### src/rtl/dfr_defines.vh
/*
 * constants for the drive fault reaction select block: object offsets,
 * reset values, reaction codes and bit positions.
 * assumes it is included by bare name from files under rtl/.
 */
// What this block does
// - apply deviation reaction on following/slippage error
// - code 0 disables drive, motor turns freely
// - code 1 brakes with slow-down ramp
// - code 2 brakes with quick-stop ramp
// - limit passed sets warning bit 7, then reacts
// - limit code -1 means no reaction
// - codes 1/2 brake then switch-on-disabled
// - codes 5/6 brake then quick-stop-active, energized
// - quick-stop control bit not cleared on entry
// - read-only eeprom size, zero when absent
// - reserved 32-bit config word resets to zero
`ifndef DFR_DEFINES_VH
`define DFR_DEFINES_VH

// ********************************************************
// object offsets
// ********************************************************
`define DFR_OFS_DEV_REACT 16'h3700
`define DFR_OFS_LIM_REACT 16'h3701
`define DFR_OFS_EE_SIZE 16'h4012
`define DFR_OFS_HW_CFG 16'h4013

// ********************************************************
// reset values
// ********************************************************
`define DFR_RST_REACT 16'hFFFF
`define DFR_RST_WORD 32'h0000_0000

// ********************************************************
// reaction codes
// ********************************************************
`define DFR_CODE_NONE 16'hFFFF
`define DFR_CODE_FREE 16'h0000
`define DFR_CODE_SLOW 16'h0001
`define DFR_CODE_QUICK 16'h0002
`define DFR_CODE_SLOW_QSA 16'h0005
`define DFR_CODE_QUICK_QSA 16'h0006

// ********************************************************
// status and control bits
// ********************************************************
`define DFR_SW_WARN_BIT 7
`define DFR_CW_QS_BIT 2
// reaction words are 16 bit signed and widen by sign copy on read
`define DFR_SIGN_BIT 15
`define DFR_EXT_BITS 16

// ********************************************************
// action encoding {ramp(2), final state(2)}
// ********************************************************
`define DFR_RAMP_NONE 2'h0
`define DFR_RAMP_FREE 2'h1
`define DFR_RAMP_SLOW 2'h2
`define DFR_RAMP_QUICK 2'h3
`define DFR_END_KEEP 2'h0
`define DFR_END_DISABLED 2'h1
`define DFR_END_QSA 2'h2

`endif

### src/rtl/dfr_decode.v
/*
 * decodes one reaction code into a ramp choice and a final state.
 * assumes the caller registers the outputs; pure combinational.
 */
`timescale 1ns/10ps
`default_nettype none
`include "dfr_defines.vh"

module dfr_decode
(
    // code in
    input wire [15:0] code,
    input wire is_limit,
    // action out
    output reg [1:0] ramp,
    output reg [1:0] fin
);

always @*
begin
    ramp = `DFR_RAMP_NONE;
    fin = `DFR_END_KEEP;
    if (!is_limit)
    begin
        case (code)
            `DFR_CODE_FREE:
            begin
                ramp = `DFR_RAMP_FREE;
                fin = `DFR_END_DISABLED;
            end
            `DFR_CODE_SLOW: ramp = `DFR_RAMP_SLOW;
            `DFR_CODE_QUICK: ramp = `DFR_RAMP_QUICK;
            default: ramp = `DFR_RAMP_NONE;
        endcase
    end
    else
    begin
        case (code)
            `DFR_CODE_SLOW:
            begin
                ramp = `DFR_RAMP_SLOW;
                fin = `DFR_END_DISABLED;
            end
            `DFR_CODE_QUICK:
            begin
                ramp = `DFR_RAMP_QUICK;
                fin = `DFR_END_DISABLED;
            end
            `DFR_CODE_SLOW_QSA:
            begin
                ramp = `DFR_RAMP_SLOW;
                fin = `DFR_END_QSA;
            end
            `DFR_CODE_QUICK_QSA:
            begin
                ramp = `DFR_RAMP_QUICK;
                fin = `DFR_END_QSA;
            end
            default: ramp = `DFR_RAMP_NONE;
        endcase
    end
end

endmodule // dfr_decode
`default_nettype wire

### src/rtl/dfr_qs_track.v
/*
 * tracks the quick-stop control bit: a 0 then 1 sequence from the host
 * arms a return to operation enabled.
 * assumes cw_write pulses one cycle with the written control word.
 */
`timescale 1ns/10ps
`default_nettype none
`include "dfr_defines.vh"

module dfr_qs_track
(
    // clock and reset
    input wire sys_clk,
    input wire sys_rst,
    input wire clk_en,
    // control word
    input wire cw_write,
    input wire [15:0] cw_data,
    input wire in_qsa,
    // result
    output reg qs_bit_reg,
    output reg resume_reg
);

reg seen_zero_reg;

// bit is only stored from host writes, never cleared by state entry
always @(posedge sys_clk or posedge sys_rst)
begin
    if (sys_rst)
    begin
        qs_bit_reg <= 1'b0;
        seen_zero_reg <= 1'b0;
        resume_reg <= 1'b0;
    end
    else if (clk_en)
    begin
        resume_reg <= 1'b0;
        if (!in_qsa)
            seen_zero_reg <= 1'b0;
        if (cw_write)
        begin
            qs_bit_reg <= cw_data[`DFR_CW_QS_BIT];
            if (in_qsa && !cw_data[`DFR_CW_QS_BIT])
                seen_zero_reg <= 1'b1;
            if (in_qsa && seen_zero_reg && cw_data[`DFR_CW_QS_BIT])
            begin
                resume_reg <= 1'b1;
                seen_zero_reg <= 1'b0;
            end
        end
    end
end

endmodule // dfr_qs_track
`default_nettype wire

### src/rtl/dfr_top.v
/*
 * drive fault reaction select: object store for the two reaction codes,
 * eeprom size and hardware config, plus the reaction sequencer.
 * assumes a fieldbus object port (index, write strobe, read strobe)
 * synchronous to sys_clk; the ramp generator reports ramp_done.
 */
`timescale 1ns/10ps
`default_nettype none
`include "dfr_defines.vh"

module dfr_top
(
    // clock and reset
    input wire sys_clk,
    input wire sys_rst,
    input wire clk_en,
    // object access
    input wire obj_wr,
    input wire obj_rd,
    input wire [15:0] obj_index,
    input wire [31:0] obj_wdata,
    output reg [31:0] obj_rdata_reg,
    output reg obj_ack_reg,
    output reg obj_err_reg,
    // control word from host
    input wire cw_write,
    input wire [15:0] cw_data,
    // hardware facts and events
    input wire [31:0] eeprom_bytes,
    input wire deviation_err,
    input wire limit_passed,
    input wire ramp_done,
    input wire warn_clear,
    // drive commands
    output reg drive_disable_reg,
    output reg [1:0] ramp_sel_reg,
    output reg go_switch_on_disabled_reg,
    output reg go_quick_stop_active_reg,
    output reg go_operation_enabled_reg,
    output reg energized_reg,
    output reg status_warn_reg,
    output reg qs_bit_out_reg,
    output reg [31:0] hw_cfg_out_reg
);

// ********************************************************
// state
// ********************************************************
localparam ST_RUN = 2'h0;
localparam ST_BRAKE = 2'h1;
localparam ST_QSA = 2'h2;
localparam ST_OFF = 2'h3;

reg [15:0] dev_code_reg;
reg [15:0] lim_code_reg;
reg [31:0] hw_cfg_reg;
reg [31:0] rdata_next;
reg rd_err_next;
reg [1:0] state_reg;
reg [1:0] state_next;
reg [1:0] fin_reg;
wire [1:0] dev_ramp;
wire [1:0] dev_fin;
wire [1:0] lim_ramp;
wire [1:0] lim_fin;
wire qs_bit;
wire resume;
wire take_dev;
wire take_lim;

// ********************************************************
// decoders and quick-stop tracker
// ********************************************************
dfr_decode u_dev
(
    .code(dev_code_reg),
    .is_limit(1'b0),
    .ramp(dev_ramp),
    .fin(dev_fin)
);

dfr_decode u_lim
(
    .code(lim_code_reg),
    .is_limit(1'b1),
    .ramp(lim_ramp),
    .fin(lim_fin)
);

dfr_qs_track u_qs
(
    .sys_clk(sys_clk),
    .sys_rst(sys_rst),
    .clk_en(clk_en),
    .cw_write(cw_write),
    .cw_data(cw_data),
    .in_qsa(state_reg == ST_QSA),
    .qs_bit_reg(qs_bit),
    .resume_reg(resume)
);

// ********************************************************
// event qualification
// ********************************************************
// deviation wins, but a reserved deviation code must not mask a valid limit reaction
assign take_dev = deviation_err && (dev_ramp != `DFR_RAMP_NONE);
assign take_lim = limit_passed && (lim_ramp != `DFR_RAMP_NONE) && !take_dev;

// ********************************************************
// object store
// ********************************************************
// reaction words are 16 bit signed; upper bits of writes are dropped
always @(posedge sys_clk or posedge sys_rst)
begin
    if (sys_rst)
    begin
        dev_code_reg <= `DFR_RST_REACT;
        lim_code_reg <= `DFR_RST_REACT;
        hw_cfg_reg <= `DFR_RST_WORD;
        obj_rdata_reg <= `DFR_RST_WORD;
        obj_ack_reg <= 1'b0;
        obj_err_reg <= 1'b0;
    end
    else if (clk_en)
    begin
        obj_ack_reg <= obj_wr | obj_rd;
        obj_err_reg <= 1'b0;
        obj_rdata_reg <= `DFR_RST_WORD;
        if (obj_wr)
        begin
            case (obj_index)
                `DFR_OFS_DEV_REACT: dev_code_reg <= obj_wdata[`DFR_SIGN_BIT:0];
                `DFR_OFS_LIM_REACT: lim_code_reg <= obj_wdata[`DFR_SIGN_BIT:0];
                `DFR_OFS_HW_CFG: hw_cfg_reg <= obj_wdata;
                // eeprom size refuses writes
                default: obj_err_reg <= 1'b1;
            endcase
        end
        else if (obj_rd)
        begin
            obj_rdata_reg <= rdata_next;
            obj_err_reg <= rd_err_next;
        end
    end
end

// ********************************************************
// read selection
// ********************************************************
// eeprom size is read straight from the pins so a read shows the size of that cycle
always @*
begin
    rdata_next = `DFR_RST_WORD;
    rd_err_next = 1'b0;
    case (obj_index)
        `DFR_OFS_DEV_REACT:
        begin
            rdata_next = {{`DFR_EXT_BITS{dev_code_reg[`DFR_SIGN_BIT]}}, dev_code_reg};
        end
        `DFR_OFS_LIM_REACT:
        begin
            rdata_next = {{`DFR_EXT_BITS{lim_code_reg[`DFR_SIGN_BIT]}}, lim_code_reg};
        end
        `DFR_OFS_EE_SIZE:
        begin
            rdata_next = eeprom_bytes;
        end
        `DFR_OFS_HW_CFG:
        begin
            rdata_next = hw_cfg_reg;
        end
        default:
        begin
            rd_err_next = 1'b1;
        end
    endcase
end

// ********************************************************
// reaction sequencer
// ********************************************************
always @*
begin
    state_next = state_reg;
    case (state_reg)
        ST_RUN:
        begin
            if (take_dev)
                state_next = (dev_ramp == `DFR_RAMP_FREE) ? ST_OFF : ST_BRAKE;
            else if (take_lim)
                state_next = ST_BRAKE;
        end
        ST_BRAKE:
        begin
            if (ramp_done)
            begin
                case (fin_reg)
                    `DFR_END_DISABLED: state_next = ST_OFF;
                    `DFR_END_QSA: state_next = ST_QSA;
                    default: state_next = ST_RUN;
                endcase
            end
        end
        ST_QSA:
        begin
            // leaving needs the host's 0 then 1 on the quick-stop bit
            if (resume)
                state_next = ST_RUN;
        end
        ST_OFF:
        begin
            state_next = ST_OFF;
        end
        default: state_next = ST_RUN;
    endcase
end

// ********************************************************
// sequencer registers and drive commands
// ********************************************************
// switch-on-disabled is left only by reset; the outer state machine owns it
always @(posedge sys_clk or posedge sys_rst)
begin
    if (sys_rst)
    begin
        state_reg <= ST_RUN;
        fin_reg <= `DFR_END_KEEP;
        ramp_sel_reg <= `DFR_RAMP_NONE;
        drive_disable_reg <= 1'b0;
        go_switch_on_disabled_reg <= 1'b0;
        go_quick_stop_active_reg <= 1'b0;
        go_operation_enabled_reg <= 1'b0;
        energized_reg <= 1'b1;
    end
    else if (clk_en)
    begin
        state_reg <= state_next;
        go_switch_on_disabled_reg <= 1'b0;
        go_quick_stop_active_reg <= 1'b0;
        go_operation_enabled_reg <= resume && (state_reg == ST_QSA);
        if (state_reg == ST_RUN && state_next == ST_OFF)
        begin
            ramp_sel_reg <= `DFR_RAMP_FREE;
            drive_disable_reg <= 1'b1;
            energized_reg <= 1'b0;
            go_switch_on_disabled_reg <= 1'b1;
        end
        else if (state_reg == ST_RUN && state_next == ST_BRAKE)
        begin
            if (take_dev)
            begin
                ramp_sel_reg <= dev_ramp;
                fin_reg <= dev_fin;
            end
            else
            begin
                ramp_sel_reg <= lim_ramp;
                fin_reg <= lim_fin;
            end
        end
        else if (state_reg == ST_BRAKE && state_next != ST_BRAKE)
        begin
            ramp_sel_reg <= `DFR_RAMP_NONE;
            if (state_next == ST_OFF)
            begin
                drive_disable_reg <= 1'b1;
                energized_reg <= 1'b0;
                go_switch_on_disabled_reg <= 1'b1;
            end
            else if (state_next == ST_QSA)
            begin
                go_quick_stop_active_reg <= 1'b1;
            end
        end
    end
end

// ********************************************************
// warning flag
// ********************************************************
// an event in the clearing cycle keeps the flag; set wins over clear
always @(posedge sys_clk or posedge sys_rst)
begin
    if (sys_rst)
    begin
        status_warn_reg <= 1'b0;
    end
    else if (clk_en)
    begin
        if (limit_passed)
        begin
            status_warn_reg <= 1'b1;
        end
        else if (warn_clear)
        begin
            status_warn_reg <= 1'b0;
        end
    end
end

// ********************************************************
// output copies
// ********************************************************
// qs bit is only mirrored here; no state entry writes it
always @(posedge sys_clk or posedge sys_rst)
begin
    if (sys_rst)
    begin
        qs_bit_out_reg <= 1'b0;
        hw_cfg_out_reg <= `DFR_RST_WORD;
    end
    else if (clk_en)
    begin
        qs_bit_out_reg <= qs_bit;
        hw_cfg_out_reg <= hw_cfg_reg;
    end
end

endmodule // dfr_top
`default_nettype wire

### config.mk
export PLATFORM = sky130hd
export DESIGN_NAME = dfr_top
export DESIGN_NICKNAME = d
export VERILOG_FILES = /design/src/rtl/dfr_decode.v /design/src/rtl/dfr_qs_track.v /design/src/rtl/dfr_top.v
export VERILOG_INCLUDE_DIRS = /design/src /design/src/rtl
export SDC_FILE = /design/constraint.sdc
export NUM_CORES = 1
export LEC_CHECK = 0
export ABC_AREA = 1
export BUFFER_PORTS_ARGS = -buffer_cell sky130_fd_sc_hd__buf_2
export CORE_MARGIN = 2
export CORE_UTILIZATION = 25
export CTS_BUF_LIST = sky130_fd_sc_hd__clkbuf_8
export CTS_CLUSTER_DIAMETER = 80
export CTS_CLUSTER_SIZE = 24
export DETAILED_ROUTE_END_ITERATION = 8
export MAX_ROUTING_LAYER = met4
export SYNTH_ARGS = -nofsm -noshare
export SYNTH_HDL_FRONTEND = slang
export SYNTH_SLANG_ARGS = --single-unit
### constraint.sdc
create_clock -name sys_clk -period 6.3 [get_ports sys_clk]
set_clock_uncertainty 0.15 [all_clocks]
set_input_delay 0.315 -clock sys_clk [delete_from_list [all_inputs] [get_ports sys_clk]]
set_output_delay 0.315 -clock sys_clk [all_outputs]
set_load 0.05 [all_outputs]
# Yosys cells after proc, flatten, opt, wreduce, memory -nomap -nowiden
# Index checks and enable logic that the tools add are counted.
[totals]
regBits = 146
inputBits = 106
word_cells = 125
[op_classes]
n_eq_ne = 21
n_mux = 48
bitwise_logic = 2
reduce_logical = 34
[op_table]
columns = ["op", "n"]
rows = [
  ["$pmux 32 s4", 1],
  ["$mux 32", 2],
  ["$eq 16x1->1 const B", 2],
  ["$eq 16x14->1 const B", 2],
  ["$eq 16x15->1 const B", 2],
  ["$eq 16x2->1 const B", 2],
  ["$eq 16x3->1 const B", 2],
  ["$mux 1", 30],
  ["$mux 2", 10],
  ["$logic_not 16->1", 1],
  ["$pmux 2 s2", 3],
  ["$reduce_and 3->1", 4],
  ["$eq 2x2->1 const B", 5],
  ["$logic_and 1x1->1", 10],
  ["$reduce_bool 2->1", 5],
  ["$eq 2x1->1 const B", 4],
  ["$pmux 2 s4", 1],
  ["$reduce_or 2->1", 4],
  ["$pmux 2 s3", 1],
  ["$reduce_and 2->1", 3],
  ["$reduce_and 4->1", 1],
  ["$reduce_or 4->1", 1],
  ["$reduce_bool 3->1", 1],
  ["$reduce_or 3->1", 1],
  ["other kinds (6)", 7],
]

# Longest topological paths before layout
# Gate-level depths: netlist of the first run.
[logic_depth]
depth_word = 15
ltp_mapped = 15
mapped_depth_nobuf = 15

# Cells and area by module
# From an unflattened synthesis of the first run, not the netlist that was laid out.
[hier_totals]
hier_cells = 946
hier_area_um2 = 7383.3
[by_module_without_submodules]
columns = ["mod", "n_inst", "cells_each", "area_per_inst_um2", "seq_area_each_um2"]
rows = [
  ["dfr_top", 1, 861, 6882.9, 3619.7],
  ["dfr_decode", 2, 34, 180.2, 0.0],
  ["dfr_qs_track", 1, 17, 140.1, 75.1],
]

# Worst setup path after synthesis of the first run
# Ideal clock, no wire load.
[synth_timing]
path_kind = "register to register"
start = "reg lim_code_reg[1]"
end = "reg fin_reg[0]"
setup_time_ns = 0.118
arrival_ns = 1.521
required_time_ns = 6.032
setup_slack_ns = 4.511
path_stages_with_launch = 14
n_path_buf = 0
synth_period_minus_slack_ns = 1.789
cell_sequence = "dfstp_2 inv_1 nor2_1 nand2_1 nor2_1 o21ai_0 nand2_1 nand2_1 nand3_1 nand4_1 inv_1 nand2_1 nor2_1 nor2_1"
[synth_via]
elab_chain_len = 13
[synth_rtl]
columns = ["item", "line_no", "text"]
rows = [
  ["from (decl)", "dfr_top.v:55", "reg [15:0] lim_code_reg;"],
  ["from (signal assigned)", "dfr_top.v:118", "lim_code_reg <= `DFR_RST_REACT;"],
  ["from (signal assigned)", "dfr_top.v:133", "`DFR_OFS_LIM_REACT: lim_code_reg <= obj_wdata[`DFR_SIGN_BIT:0];"],
  ["$eq 16x2->1, or another cell as far along", "dfr_decode.v:38", "case (code)"],
  ["$reduce_or 2->1 (no line)", "--", ""],
  ["$pmux 2 s2", "dfr_decode.v:38", ""],
  ["$reduce_bool 2->1 (no line)", "--", ""],
  ["$logic_and 1x1->1 (2 in a row)", "dfr_top.v:107", "assign take_lim = limit_passed && (lim_ramp != `DFR_RAMP_NONE) && !take_dev;"],
  ["$mux 2", "dfr_top.v:190", "else if (take_lim)"],
  ["$mux 2", "dfr_top.v:188", "if (take_dev)"],
  ["$pmux 2 s4", "dfr_top.v:185", "case (state_reg)"],
  ["$eq 2x2->1", "dfr_top.v:241", "if (state_reg == ST_RUN && state_next == ST_OFF)"],
  ["$logic_and 1x1->1", "dfr_top.v:241", ""],
  ["$not 1->1 (no line)", "--", ""],
  ["$reduce_and 3->1 (no line)", "--", ""],
  ["to (signal assigned)", "dfr_top.v:227", "fin_reg <= `DFR_END_KEEP;"],
  ["to (signal assigned)", "dfr_top.v:253", "fin_reg <= dev_fin;"],
  ["to (signal assigned)", "dfr_top.v:258", "fin_reg <= lim_fin;"],
  ["to (decl)", "dfr_top.v:61", "reg [1:0] fin_reg;"],
]
# Parallel ways exist; a longest one is shown, timed or not.
# A chain may end at the register's enable or synchronous reset.

# Worst setup path in the final report of the first run
[layout_timing]
start = "in obj_index[5]"
end = "reg hw_cfg_reg[30]"
[layout_via]
elab_chain_len = 2
[layout_rtl]
columns = ["item", "line_no", "text"]
rows = [
  ["from (decl)", "dfr_top.v:20", "input wire [15:0] obj_index,"],
  ["$eq 16x15->1", "dfr_top.v:131", "case (obj_index)"],
  ["$reduce_and 3->1 (no line)", "--", ""],
  ["to (signal assigned)", "dfr_top.v:119", "hw_cfg_reg <= `DFR_RST_WORD;"],
  ["to (signal assigned)", "dfr_top.v:134", "`DFR_OFS_HW_CFG: hw_cfg_reg <= obj_wdata;"],
  ["to (decl)", "dfr_top.v:56", "reg [31:0] hw_cfg_reg;"],
]
# Every way passes these cells.

==> impl_metrics.csv, run 1 <==
group,metric,value,unit
status,status,"finished clean",
clock_network,cts.clk_slew.worst_paths,90,ps
floorplan,die_area,28300,µm²
yosys,ys_types,33,
min_path,min_from,"obj_wr",
timing,hold_slack,26.1,ps
power_and_ir_drop,p_leak,4.38,nW
timing,fin_tns_setup,0,ps
global_routing,grt_start_max_net_pins,75,
yosys,synthTopCellsByArea,"dfrtp_1 (42%), dfstp_2 (13%), nand2_1 (13%)",
yosys,syn_area,6750,µm²
yosys,postSynthCellCount,824,
yosys,mappedNetlistNets,931,
critical_path,critPathMostFrequentCell,"buf_4",
cells_and_area,n_fill_cell,2848,
clock_network,cts_tree,"built",
timing,finalHoldViolations,0,
critical_path,required,6460,ps
critical_path,endpoint_kind,"register",
drt,ant_nets,0,
floorplan,start_util,25.2,%
run,max_cap_viol_count,0,
yosys,synth_ff_type,"dfrtp_1",
timing,fmax,394,MHz
cells_and_area,syn_to_final_growth,28.4,%
floorplan,ios,181,
yosys,syn_area_per_cell,8.19,µm²
clock_network,htreeDepth,4,
floorplan,die_w,168,µm
critical_path,rr_endpoint,"fin_reg[0]",
placement,placed_cells,1301,
critical_path,reg2reg_from,"dev_code_reg[11]",
critical_path,worstPathArrival,2700,ps
yosys,synth_commonest_cells,"nand2_1 (228), inv_1 (138), o21ai_0 (133), dfrtp_1 (113), o22ai_1 (47)",
global_routing,grt_pass1_wl,32100,µm
power_and_ir_drop,ir_worst_vdd,0.0000993,V
cells_and_area,finish.utilization,32.4,%
yosys,synth-edff-count,0,
cells_and_area,drive_above_1_share,24.0,%
placement,dp_hpwl,13100,µm
timing,rsz0062_at_grt,"no",
critical_path,cpLargestDelayFamily,"simple AND/OR/NAND/NOR gates",
yosys,async_flop_share,100,%
critical_path,r2r_cells,13,
drt,dr.pass1.iters,5,
clock_network,clock_sinks,146,
drt,post-route-drc-count,0,
critical_path,path_cells,"buf_2, nor4_1, nand3_2, buf_4, nor2_4, buf_4, o21ai_0",
critical_path,crit_path_start_kind,"primary input",
global_routing,overflow,0,
yosys,synth_seq_cells,146,
clock_network,cts_made_buffers,17,
critical_path,reg2reg_slack,4030,ps
critical_path,cpMaxStageDelayCell,"nor2_4",
critical_path,critical-path-max-stage-delay,730,ps
floorplan,core,26700,µm²
floorplan,dieHeight,168,µm
power_and_ir_drop,p_per_area,234,nW/µm²
global_routing,grt_pass1_vias,6072,
drt,vias_per_cell,4.44,
timing,post-route-period-util,40.3,%
min_path,hold_path_depth,4,
global_routing,track_usage,14.8,%
drt,vias,6096,
min_path,hold_path.class,"in2reg",
yosys,ys_seq_area_share,54.8,%
critical_path,worst-path-buf-inv,3,
timing,tightestPinTransition,966,ps
drt,drt-total-wl,20000,µm
critical_path,crit_type,"in2reg",
drt,drt_iter0_drc,393,
clock_network,cts_root_buf,"clkbuf_8",
yosys,synth_top_area_share,41.9,%
global_routing,grt_antenna_before_repair,0,
placement,io_buffers,165,
yosys,yosysMostFrequentCell,"nand2_1",
placement,place_congestion,0.823,
drt,post_drt_wl_per_cell,14.5,µm
cells_and_area,final_cells,1373,
timing,relSlewSlack,35.6,%
timing,drv_slew,0,
clock_network,clkLatencyLatePin,450,ps
clock_network,clock_path_buffers,2,
timing,finalSetupViolCount,0,
yosys,synth_top_area_cell,"dfrtp_1",
critical_path,crit_path_max_fanout,37,
floorplan,rows,60,
min_path,hold_path_end,"obj_rdata_reg[5]",
cells_and_area,nNetsFinal,1125,
yosys,ys_warn_count,0,
timing,min_period,2540,ps
[power breakdown]
group	total (mW)	internal [mW]	switching (mW)	leakage [nW]
Combinational	0.306	0.0916	0.215	2.56
Clock	0.727	0.354	0.373	0.199
Sequential	0.997	0.973	0.0238	1.62
Total	2.03	1.42	0.611	4.38
[repair_timing]
| item | in CTS | in global routing |
|---|---|---|
| buffers inserted | 0 | 0 |
| hold endpoints to repair | 132 | 0 |
| hold buffers | 39 | 0 |
| resized for setup | 0 | 0 |
[metrics by stage]
stage	power [mW]	setup WS, ps	area (µm²)
6_report	2.03	3760	8660
4_1_cts	2.06	3750	8660
2_1_floorplan	1.20	1970	6750
3_3_place_gp	1.30	3280	7900
3_5_place_dp	1.30	3260	7900
5_1_grt	2.14	3600	8660
[cell families after synthesis]
group / Yosys count / share of synthesized area (%)
AOI/OAI and AO/OA: 199 / 16.1
xor gates and xnor gates: 1 / 0.130
adders and majority gates: 1 / 0.185
buffers and inverters: 176 / 10.3
DFF: 146 / 54.8
and+or+nand+nor: 301 / 18.5
[worst register-to-register path, cell delays in order (launching register included)]
cell and delay (ps):
dfstp_2 380, nor2_1 110, nand2_1 90, nor2_1 340, nand3_1 200, nor2_1 210
nand3_1 110, nand2_1 110, inv_1 50, nand4_1 100, inv_1 60, nand2_1 130
nor2_1 60, nor2_1 90
[cell usage in the layout, fill, tap and decap left out, types with 2 or more instances in the layout]
cell,synthesis,routed
a21oi_1,6,6
o21ai_0,133,133
o31ai_1,2,2
o22ai_1,47,47
dlygate4sd3_1,0,39
a31oi_1,2,2
buf_2,5,165
buf_4,5,7
clkinv_2,0,5
dfstp_2,33,33
nor4_4,2,2
nand2_1,228,228
nand3_1,12,11
clkbuf_8,0,18
nand3_2,3,4
o21ai_1,6,6
bufinv_16,0,2
nor3_1,6,6
inv_1,138,141
nor2_1,37,37
dfrtp_1,113,113
clkinvlp_4,0,3
nand4_1,8,8
[metal layers]
metal / wire length (µm) / part of all wire [%] / vias up / GRT usage [%]
met3: 1050 / 5.3 / 13 / 3.13
met4: 196 / 0.98 / 0 / 3.26
met1: 9620 / 48 / 2885 / 19.2
met2: 9110 / 46 / 183 / 24.0
met5: 0 / 0 / - / -
li1: - / - / 3015 / -
[worst max-delay path by stage]
stage	from	endpoint	cells after the start
after floorplan	sys_rst	drive_disable_reg	1
after global routing	obj_index[7]	hw_cfg_reg[21]	9
after CTS	obj_index[5]	hw_cfg_reg[30]	7
final	obj_index[5]	hw_cfg_reg[30]	7
after detailed placement	obj_index[5]	hw_cfg_reg[30]	7
after global placement	obj_index[5]	hw_cfg_reg[27]	7
[final cells by class]
| type | instances | area, µm² | share of cell area (%) |
|---|---|---|---|
| Inverter | 140 | 532 | 6.14 |
| Tap cell | 341 | 427 | 4.93 |
| Clock inverter | 14 | 126 | 1.46 |
| Timing Repair Buffer | 211 | 1270 | 14.6 |
| Clock buffer | 18 | 248 | 2.86 |
| Sequential cell | 146 | 3690 | 42.7 |
| Multi-Input combinational cell | 502 | 2360 | 27.3 |
| Antenna cell | 1 | 2.50 | 0.0289 |
No activity file was read; power rests on OpenSTA's default activity.
==> run 2, diff against run 1 <==
- clock period: 6.3 -> 2.3 ns (I/O delays scaled with it)
==> impl_metrics.csv, run 2 (synthesis results as in run 1) <==
group,metric,value,unit
timing,finalSetupViolCount,0,
timing,tightestPinTransition,541,ps
min_path,min_from,"limit_passed",
global_routing,grt_start_max_net_pins,75,
critical_path,cpLargestDelayFamily,"buffers and inverters",
power_and_ir_drop,p_leak,4.62,nW
power_and_ir_drop,total_power,5.79,mW
critical_path,path_depth,8,
cells_and_area,final_common_cell,"nand2_1",
clock_network,cts_root_buf,"clkbuf_8",
critical_path,path_cells,"dlygate4sd3_1, buf_2, nand2_1, nor2_1, dlygate4sd3_1, o21ai_0, dlygate4sd3_1, nand2_1",
drt,drt_iter0_drc,453,
min_path,hold_path_end,"ramp_sel_reg[0]",
floorplan,rows,60,
placement,place_congestion,0.876,
floorplan,die_w,168,µm
timing,post-route-period-util,95.6,%
clock_network,clock_path_buffers,2,
drt,dr.pass1.iters,5,
floorplan,start_util,25.2,%
drt,ant_nets,0,
power_and_ir_drop,power_frac_comb,15.7,%
critical_path,crit_path_max_fanout,15,
power_and_ir_drop,switching_share,29.6,%
cells_and_area,post-route-cell-area,9250,µm²
global_routing,grt_pass1_vias,6389,
drt,post_drt_wl_per_cell,14.5,µm
critical_path,required,2550,ps
min_path,hold_path_depth,7,
min_path,hold_path.class,"in2reg",
placement,dp_hpwl,13800,µm
drt,vias_per_cell,4.41,
cells_and_area,syn_to_final_growth,37.1,%
floorplan,die_area,28300,µm²
global_routing,grt_antenna_before_repair,0,
critical_path,crit_type,"in2reg",
status,status,"finished clean",
critical_path,worstPathArrival,2440,ps
floorplan,ios,181,
clock_network,cts.clk_slew.worst_paths,90,ps
placement,io_buffers,165,
cells_and_area,n_fill_cell,2792,
drt,post-route-drc-count,0,
clock_network,cts_made_buffers,17,
critical_path,critical-path-max-stage-delay,590,ps
cells_and_area,final_cell_mix,"nand2_1 (226), buf_2 (165), inv_1 (138)",
critical_path,rr_endpoint,"energized_reg",
timing,min_period,2200,ps
global_routing,overflow,0,
power_and_ir_drop,p_per_area,626,nW/µm²
cells_and_area,antennaDiodeCount,0,
timing,finalHoldViolations,0,
global_routing,grt_pass1_wl,33300,µm
placement,placed_area,8040,µm²
clock_network,post_cts_buffers,0,
drt,drt-total-wl,20600,µm
critical_path,r2r_cells,16,
power_and_ir_drop,seq_power_share,47.3,%
cells_and_area,drive_above_1_share,24.4,%
floorplan,core,26700,µm²
critical_path,reg2reg_slack,240,ps
clock_network,clkLatencyLatePin,450,ps
floorplan,dieHeight,168,µm
global_routing,track_usage,15.4,%
critical_path,cpMaxStageDelayCell,"dlygate4sd3_1",
clock_network,htreeDepth,4,
power_and_ir_drop,ir_worst_vdd,0.000321,V
timing,relSlewSlack,63.9,%
clock_network,clock_sinks,146,
critical_path,endpoint_kind,"register",
cells_and_area,nNetsFinal,1174,
timing,fin_tns_setup,0,ps
power_and_ir_drop,power.switching,1.71,mW
timing,rsz0062_at_grt,"no",
timing,fmax,455,MHz
timing,worst_slack,102,ps
power_and_ir_drop,pwr-share-clk,37.0,%
drt,vias,6261,
clock_network,cts_tree,"built",
critical_path,crit_path_start_kind,"primary input",
critical_path,worst-path-buf-inv,4,
critical_path,critPathMostFrequentCell,"dlygate4sd3_1",
power_and_ir_drop,p_int,4.07,mW
timing,drv_slew,0,
run,max_cap_viol_count,0,
critical_path,reg2reg_from,"dev_code_reg[9]",
placement,dpl_worst_slack,252,ps
run 2: per-layer routing:
| metal | global-route usage, % | wire length [µm] |
|---|---|---|
| met1 | 19.6 | 9810 |
| met2 | 24.6 | 9560 |
| met3 | 2.73 | 793 |
| met4 | 5.40 | 420 |
| met5 | - | 0 |
run 2: how the worst max path moves through the flow:
stage | startpoint | end | slack [ps]
2_1_floorplan | sys_rst | drive_disable_reg | 230
6_report | clk_en | obj_rdata_reg[5] | 100
4_1_cts | clk_en | obj_rdata_reg[5] | 170
5_1_grt | lim_code_reg[0] | fin_reg[0] | 9
3_5_place_dp | dev_code_reg[11] | fin_reg[0] | 250
3_3_place_gp | dev_code_reg[11] | fin_reg[0] | 270
run 2: worst register-to-register path, delay by kind of cell, from the launching register on:
family	cells	cell delay (ps)
AND/OR/NAND/NOR	14	1100
buffers and inverters	2	180
flip-flops	1	550
run 2: timing repair:
action / in CTS / in global routing
gates resized for setup: 0 / 4
hold buffers: 78 / 0
hold endpoints to repair: 256 / 0
setup endpoints to repair: 0 / 4
run 2: layout make-up:
class                   instances  area, µm²  share of cell area [%]
inverters                     140        531                    5.74
clock buffers                  18        248                    2.68
repair buffers                260       1810                    19.6
well taps                     341        427                    4.61
multi-input cells             502       2380                    25.7
flip-flops and latches        146       3690                    39.9
clock inverters                14        165                    1.79
run 2: power by group through the flow:
| stage | Sequential [mW] | Clock [mW] | Combinational (mW) |
|---|---|---|---|
| after floorplan | 3.02 | 0 | 0.282 |
| after global placement | 2.78 | 0 | 0.790 |
| after detailed placement | 2.78 | 0 | 0.800 |
| after CTS | 2.73 | 2.25 | 0.906 |
| after global routing | 2.75 | 2.33 | 0.996 |
| final | 2.74 | 2.14 | 0.908 |
run 2: through the flow:
step / hold WS [ps] / instances / util, %
2_1_floorplan: 86.0 / 824 / -
3_3_place_gp: 139 / 1311 / 30.1
3_5_place_dp: 140 / 1311 / 30.1
4_1_cts: 12.5 / 1421 / 34.6
5_1_grt: 75.0 / 1421 / 34.6
6_report: 52.2 / 1421 / 34.6
